===== src/hw/regulator_ctrl_pkg.sv =====
package regulator_ctrl_pkg;

  typedef enum logic [2:0] {
    MODE_INIT,
    MODE_NORMAL,
    MODE_STOP,
    MODE_SLEEP,
    MODE_RESTART,
    MODE_FAILSAFE
  } chip_mode_t;

  typedef enum logic [1:0] {
    CFG_NONE,
    CFG_STANDALONE,
    CFG_LOADSHARE
  } ext_cfg_t;

  // host-written control bits, sampled on the write strobe
  typedef struct packed {
    logic second_regulator_enable;
    logic standalone_enable_bit;
    logic load_share_enable_bit;
    logic voltage_select_bit;
    logic keep_on_at_low_supply_bit;
    logic load_share_stop_keep_bit;
  } host_ctrl_t;

  // analog comparator indications
  typedef struct packed {
    logic second_load_high;
    logic second_load_low;
    logic ext_base_high;
    logic ext_base_low;
    logic supply_undervoltage;
    logic main_regulator_on;
  } analog_ind_t;

  typedef struct packed {
    logic second_lp_en;
    logic second_hp_en;
    logic ext_lp_en;
    logic ext_hp_en;
    logic ext_sel_3v3;
  } stage_en_t;

  typedef struct packed {
    logic ext_on;
    logic ext_standalone;
    logic ext_loadshare;
    logic ext_cfg_locked;
    logic ext_uv_off;
  } supply_status_t;

  localparam logic RST_SECOND_ON = 1'b0;
  localparam logic RST_EXT_ON = 1'b0;
  localparam logic RST_HP_STAGE = 1'b0;
  localparam logic RST_VSEL = 1'b0;
  localparam ext_cfg_t RST_EXT_CFG = CFG_NONE;

endpackage : regulator_ctrl_pkg


===== src/hw/regulator_mode_enable_control.sv =====
`timescale 1ns/1ps
// Functional notes
// - in normal mode the second regulator follows the host enable bit
// - second regulator state is frozen during stop and sleep modes
// - stop mode: second low-power stage alone, high stage added on high load
// - normal mode: both second regulator stages enabled
// - stop mode: external low stage, high stage added on high base current
// - normal mode: only external high-power stage enabled
// - standalone bit set in normal mode selects standalone configuration
// - load-share bit selects load sharing with the main regulator
// - first configuration set locks it; later changes ignored
// - lock survives soft reset, cleared only by power removal
// - standalone: voltage select 0 gives 5.0V, 1 gives 3.3V
// - voltage select ignored in load sharing
// - undervoltage turns external off unless keep-on bit set; auto back on when it clears
// - keep-on bit holds external regulator on during undervoltage
// - load sharing with stop-keep bit keeps external active in stop
// - standalone: off in init/failsafe, host in normal, held elsewhere
// - load sharing follows main regulator per chip mode
// - external regulator status flags are reported to the host
// - change attempt after load-share lock raises spi error
// - change attempt after standalone lock leaves spi error alone
// - load share resumes in normal after automatic stop-mode disable
module regulator_mode_enable_control (
  input wire logic clk_sys_in,
  input wire logic rst_in,
  input wire logic por_in,
  input wire logic clk_en_in,
  input wire regulator_ctrl_pkg::chip_mode_t mode_in,
  input wire logic ctrl_wr_in,
  input wire regulator_ctrl_pkg::host_ctrl_t ctrl_in,
  input wire regulator_ctrl_pkg::analog_ind_t ind_in,
  output regulator_ctrl_pkg::stage_en_t stage_out,
  output regulator_ctrl_pkg::supply_status_t status_out,
  output logic spi_error_out
);
  import regulator_ctrl_pkg::*;

  ext_cfg_t cfg_ff;
  logic second_on_ff;
  logic second_hp_ff;
  logic ext_host_on_ff;
  logic ext_hp_ff;
  logic vsel_ff;
  logic keep_uv_ff;
  logic ls_stop_keep_ff;
  logic spi_error_ff;
  logic ext_hold_ff;
  logic ext_en;
  logic cfg_locked;
  logic cfg_change;
  logic nxt_ext_hold;

  assign cfg_locked = (cfg_ff != CFG_NONE);
  assign cfg_change = ctrl_wr_in && cfg_locked &&
    ((ctrl_in.load_share_enable_bit != (cfg_ff == CFG_LOADSHARE)) ||
     (ctrl_in.standalone_enable_bit && cfg_ff == CFG_LOADSHARE));

  // lock is power-on only so a soft reset cannot reopen the choice
  always_ff @(posedge clk_sys_in) begin
    if (por_in) begin
      cfg_ff <= RST_EXT_CFG;
    end else if (clk_en_in && ctrl_wr_in && !cfg_locked) begin
      if (ctrl_in.load_share_enable_bit) begin
        cfg_ff <= CFG_LOADSHARE;
      end else if (ctrl_in.standalone_enable_bit && mode_in == MODE_NORMAL) begin
        cfg_ff <= CFG_STANDALONE;
      end
    end
  end

  always_ff @(posedge clk_sys_in) begin
    if (rst_in || por_in) begin
      spi_error_ff <= 1'b0;
    end else if (clk_en_in && ctrl_wr_in) begin
      // change attempts in standalone lock leave the flag alone
      if (cfg_change && cfg_ff == CFG_LOADSHARE) begin
        spi_error_ff <= 1'b1;
      end else if (!cfg_change) begin
        spi_error_ff <= 1'b0;
      end
    end
  end

  always_ff @(posedge clk_sys_in) begin
    if (rst_in || por_in) begin
      second_on_ff <= RST_SECOND_ON;
      ext_host_on_ff <= RST_EXT_ON;
      vsel_ff <= RST_VSEL;
      keep_uv_ff <= 1'b0;
      ls_stop_keep_ff <= 1'b0;
    end else if (clk_en_in && ctrl_wr_in) begin
      if (mode_in == MODE_NORMAL) begin
        second_on_ff <= ctrl_in.second_regulator_enable;
        ext_host_on_ff <= ctrl_in.standalone_enable_bit;
      end
      vsel_ff <= ctrl_in.voltage_select_bit;
      keep_uv_ff <= ctrl_in.keep_on_at_low_supply_bit;
      ls_stop_keep_ff <= ctrl_in.load_share_stop_keep_bit;
    end
  end

  // high-power stage handover on threshold indications in stop mode
  always_ff @(posedge clk_sys_in) begin
    if (rst_in || por_in) begin
      second_hp_ff <= RST_HP_STAGE;
      ext_hp_ff <= RST_HP_STAGE;
    end else if (clk_en_in) begin
      if (mode_in != MODE_STOP) begin
        second_hp_ff <= 1'b0;
        ext_hp_ff <= 1'b0;
      end else begin
        if (ind_in.second_load_high) begin
          second_hp_ff <= 1'b1;
        end else if (ind_in.second_load_low) begin
          second_hp_ff <= 1'b0;
        end
        if (ind_in.ext_base_high) begin
          ext_hp_ff <= 1'b1;
        end else if (ind_in.ext_base_low) begin
          ext_hp_ff <= 1'b0;
        end
      end
    end
  end

  always_comb begin
    nxt_ext_hold = ext_hold_ff;
    unique case (mode_in)
      MODE_INIT, MODE_FAILSAFE: nxt_ext_hold = 1'b0;
      MODE_NORMAL: nxt_ext_hold = ext_host_on_ff;
      MODE_STOP, MODE_SLEEP, MODE_RESTART: nxt_ext_hold = ext_hold_ff;
    endcase
  end

  always_ff @(posedge clk_sys_in) begin
    if (rst_in || por_in) begin
      ext_hold_ff <= RST_EXT_ON;
    end else if (clk_en_in) begin
      ext_hold_ff <= nxt_ext_hold;
    end
  end

  always_comb begin
    ext_en = 1'b0;
    if (cfg_ff == CFG_STANDALONE) begin
      ext_en = nxt_ext_hold;
    end else if (cfg_ff == CFG_LOADSHARE) begin
      unique case (mode_in)
        MODE_NORMAL, MODE_RESTART: ext_en = ind_in.main_regulator_on;
        MODE_STOP: ext_en = ls_stop_keep_ff && ind_in.main_regulator_on;
        MODE_INIT, MODE_SLEEP, MODE_FAILSAFE: ext_en = 1'b0;
      endcase
    end
    if (ind_in.supply_undervoltage && !keep_uv_ff) begin
      ext_en = 1'b0;
    end
  end

  always_ff @(posedge clk_sys_in) begin
    if (rst_in || por_in) begin
      stage_out <= '0;
      status_out <= '0;
    end else if (clk_en_in) begin
      stage_out.second_lp_en <= second_on_ff;
      stage_out.second_hp_en <= second_on_ff &&
        (mode_in == MODE_NORMAL || second_hp_ff);
      stage_out.ext_lp_en <= ext_en && mode_in != MODE_NORMAL;
      stage_out.ext_hp_en <= ext_en && (mode_in != MODE_STOP || ext_hp_ff);
      stage_out.ext_sel_3v3 <= (cfg_ff == CFG_STANDALONE) && vsel_ff;
      status_out.ext_on <= ext_en;
      status_out.ext_standalone <= cfg_ff == CFG_STANDALONE;
      status_out.ext_loadshare <= cfg_ff == CFG_LOADSHARE;
      status_out.ext_cfg_locked <= cfg_locked;
      status_out.ext_uv_off <= ind_in.supply_undervoltage && !keep_uv_ff;
    end
  end

  assign spi_error_out = spi_error_ff;
endmodule : regulator_mode_enable_control


===== config.mk =====
export PLATFORM = sky130hd
export DESIGN_NAME = regulator_mode_enable_control
export DESIGN_NICKNAME = d
export VERILOG_FILES = /design/src/hw/regulator_ctrl_pkg.sv /design/src/hw/regulator_mode_enable_control.sv
export SDC_FILE = /design/constraint.sdc
export NUM_CORES = 1
export LEC_CHECK = 0
export ABC_AREA = 0
export BUFFER_PORTS_ARGS = -buffer_cell sky130_fd_sc_hd__clkbuf_2
export CAP_MARGIN = 15
export CORE_MARGIN = 2
export CORE_UTILIZATION = 43
export DETAILED_ROUTE_END_ITERATION = 16
export PLACE_DENSITY = 0.77
export SYNTH_ARGS = -nofsm -noshare
export SYNTH_HDL_FRONTEND = slang
export SYNTH_SLANG_ARGS = --single-unit

===== constraint.sdc =====
create_clock -name clk_sys_in -period 1.6 [get_ports clk_sys_in]
set_input_delay 0.32 -clock clk_sys_in [delete_from_list [all_inputs] [get_ports clk_sys_in]]
set_output_delay 0.32 -clock clk_sys_in [all_outputs]
set_load 0.05 [all_outputs]

==> summary.md <==
| Metric | Value |
|---|---|
| Status | finished clean |
| Worst Slack Setup Final | 0.238 ns |
| Total gr overflow | 0 |
| Switching Fraction | 25.3% |
| Initial antenna violation count | 0 |
| DIE AREA | around 0.0025 mm² |
| Startpoint types | flip-flop |
| Port bufs | 30 |
| Int Power | 667 µW |
| Post-CTS setup repair buffer count | 0 |
| GRT Overall Usage | 17.0% |
| Clk buf depth | 2 |
| Clock slew at reported path FFs | 0.12 ns |
| # setup viols final | 0 |
| Vias | 824 |
| Critical-path cell list | nor2b_1 > nor2b_2 > o21bai_2 > a221oi_2 |
| LEAKAGE | 0.000472 µW |
| Hold path depth | 2 |
| Final Cycle Share | around 85% |
| Vias per cell | a little over 5 |
| Total CTS buffers | 3 |
| Hpwl dp | 1.51 mm |
| Syn Nets | 122 |
| Mean Syn Cell Area | between 9 and 10 µm² |
| Area delta synth->final | 23.3% |
| Crit-path max FO | 6 |
| Global placement routability congestion | 0.804 |
| NetSw | 226 µW |
| # IOs | 31 |
| Max-Slew Margin vs Limit | 73.3% |
| HP Class | in2reg |
| Tightest Pin Transition | 0.397 ns |
| Kind of end point of the critical path | flip-flop |
| Rows | 16 |
| R2r worst-path depth | 4 |
| Placeable Area | 0.00198 mm² |
| Unrepaired setup endpoints after global routing | no |
| Flop2flop setup slack | 0.24 ns |
| Multi-input combinational cell area | approximately 470 µm² |
| Final min period | around 1.4 ns |
| Post-CTS Hold Fix Bufs | 0 |
| Router iterations before antenna repair | 4 |
| Nets@finish | 155 |
| Pin count of the biggest net entering global routing | 20 |
| Power Dens Cells | 789 mW/mm² |
| Cell family with most CP delay | simple AND/OR/NAND/NOR gates |
| Max frequency | 734 MHz |
| Max Cap Viol | 0 |
| Logic gate share of total power | 11.9% |
| Final WL | 1.99 mm |
| Antenna-violating nets left | 0 |
| CTS tree | built |
| Initial drt markers | 7 |
| DRC viols | 0 |
| Clk sinks | 21 |
| FF/Latch Area | 420 µm² |
| Vias in the first global route | 760 |
| Slew Limit Fails | 0 |
| Seq/Total Area, Yosys | 45.8% |
| #FFs+latches synth | 21 |
| Clock Root Buffer | clkbuf_4 |
| H-tree levels | 1 |
| Antenna cells | 0 |
| Layout cell share with drive strength beyond 1 | 33.6% |
| CP Class | reg2reg |
| TNS Setup | 0 ns |
| WP data arrival | 1.58 ns |
| WHS | between 0.15 and 0.2 ns |
| Starting Density | 46.3% |
| Hold Violations, Final | 0 |
| First-pass GRT wire length | 3.24 mm |
| Dpl ws | 0.153 ns |
| Cell Count Post-Placement | 157 |
| Gate Count Post-Synth | 102 |
| Min-Delay Endpoint | cfg_ff[0]$_SDFFE_PP0P_ |
| Slowest CP cell | dfxtp_1 |
| WP buf/inv | 0 |
| Worst IR Drop VDD | 615 µV |
| Fill cells | approximately 190 |
| Clock Skews | 0.00656 ns |
| Power, Total | 893 µW |
| Worst-Skew Late Latency | ~0.3 ns |
| YS warnings | 0 |
| Chip width | 50.2 µm |
| Post_cts resized | 0 |
| Non-Filler Instances | 161 |
| Worst r2r src | cfg_ff[0]$_SDFFE_PP0P_ |
| Distinct cells, synth | 31 |
| Worst endpoint required time | 1.82 ns |
| RR Endpoint | stage_out[1]$_SDFFE_PP0P_ |
| Flop pwr share | 59.9% |
| Max incr delay on CP | 0.43 ns |
| Worst hold start | por_in |
| Clock share of power | roughly 28% |
| Post-Syn Area | 918 µm² |
| Die Span Y | 50.2 µm |
| WL/cell | approximately 12 µm |
flip-flops by register name (all words and copies together), names as in the netlist:
name and cells:
cfg_ff 2, ext_hold_ff 1, ext_host_on_ff 1, ext_hp_ff 1, keep_uv_ff 1, ls_stop_keep_ff 1, second_hp_ff 1, second_on_ff 1
spi_error_out 1, stage_out 5, status_out 5, vsel_ff 1
layout by cell type, fill, tap and decap left out, types with 2 or more instances in the layout:
cell type,instances
nand2_1,5
a221oi_2,2
nand2b_1,5
clkbuf_2,30
nor2b_1,4
a211oi_1,2
dfxtp_1,21
nand3_1,4
mux2i_1,5
nor3_1,2
a21oi_1,7
nor2_1,16
a32oi_1,2
buf_4,3
clkbuf_4,3
o21ai_0,4
inv_1,3
worst reg2reg max path: stages (launching register included):
cell      delay [ns]
dfxtp_1         0.43
nor2b_1         0.31
nor2b_2         0.21
o21bai_2        0.10
a221oi_2        0.24
cell type report:
type	instances	area share, %
inverter	3	0.994
tap	27	2.98
sequential	21	37.1
clock buffer	3	1.99
multi-input combinational	73	41.2
timing repair buffer	33	15.2
clock inverter	1	0.442
layer usage:
layer | global-route usage [%] | vias up | wire, µm
met2 | 26.8 | 18 | 937
met1 | 22.3 | 379 | 940
li1 | - | 423 | -
met4 | 8.33 | 0 | 23
met3 | 2.98 | 4 | 92
met5 | 0 | - | 0
stage by stage:
stage                     area [µm²]  utilization (%)
after floorplan                  918                -
after global placement          1100             55.7
after detailed placement        1100             55.7
after CTS                       1130             57.1
after global routing            1130             57.1
final                           1130             57.1
power groups by stage:
stage	Sequential (µW)	Clock, µW	Combinational [µW]
floorplan	555	0	50.0
global placement	546	0	103
CTS	535	257	106
detailed placement	547	0	106
finish	535	252	106
global route	536	284	117
synthesized netlist by cell type (all sizes together):
cell type | count | share of area (%)
nor3b | 2 | 2.9
buf | 1 | 0.54
o2111ai | 1 | 0.95
and4bb | 1 | 1.4
a211oi | 2 | 1.6
or3b | 1 | 0.95
o31ai | 1 | 0.82
o21bai | 1 | 1.2
nor3 | 2 | 1.1
a31oi | 1 | 0.68
o211ai | 1 | 0.82
nor2b | 5 | 3.7
mux2i | 5 | 5.4
o311a | 1 | 1.1
clkbuf | 4 | 1.6
or2 | 1 | 0.68
and3 | 1 | 0.68
a21boi | 1 | 0.82
a221oi | 2 | 3.3
nand3 | 4 | 2.2
o21ai | 4 | 2.2
and2 | 1 | 0.68
nand2 | 5 | 2.0
nand2b | 5 | 3.4
dfxtp | 21 | 46
a21oi | 7 | 3.8
nor2 | 16 | 6.5
a32oi | 2 | 1.9
inv | 3 | 1.2
how the worst max path moves through the flow:
stage / depth (start not counted) / slack (ns) / start / endpoint
after CTS: 4 / 0.25 / cfg_ff[1]$_SDFFE_PP0P_ / stage_out[1]$_SDFFE_PP0P_
after floorplan: 2 / 0.37 / stage_out[2]$_SDFFE_PP0P_ / stage_out[2]$_SDFFE_PP0P_
after detailed placement: 6 / 0.15 / mode_in[2] / stage_out[1]$_SDFFE_PP0P_
final: 4 / 0.24 / cfg_ff[0]$_SDFFE_PP0P_ / stage_out[1]$_SDFFE_PP0P_
after global routing: 4 / 0.15 / cfg_ff[1]$_SDFFE_PP0P_ / stage_out[1]$_SDFFE_PP0P_
after global placement: 6 / 0.20 / mode_in[1] / stage_out[1]$_SDFFE_PP0P_
logic make-up (layout without fill, tap and decap cells):
logic type / Yosys count / count (layout) / share of synthesized area [%]
flip-flops: 21 / 21 / 45.8
AND/OR/NAND/NOR: 44 / 44 / 26.2
buffers and inverters: 8 / 40 / 3.40
multiplexers: 5 / 5 / 5.45
AO/OA/AOI/OAI: 24 / 24 / 19.2
(Power assumes the default switching activity.)
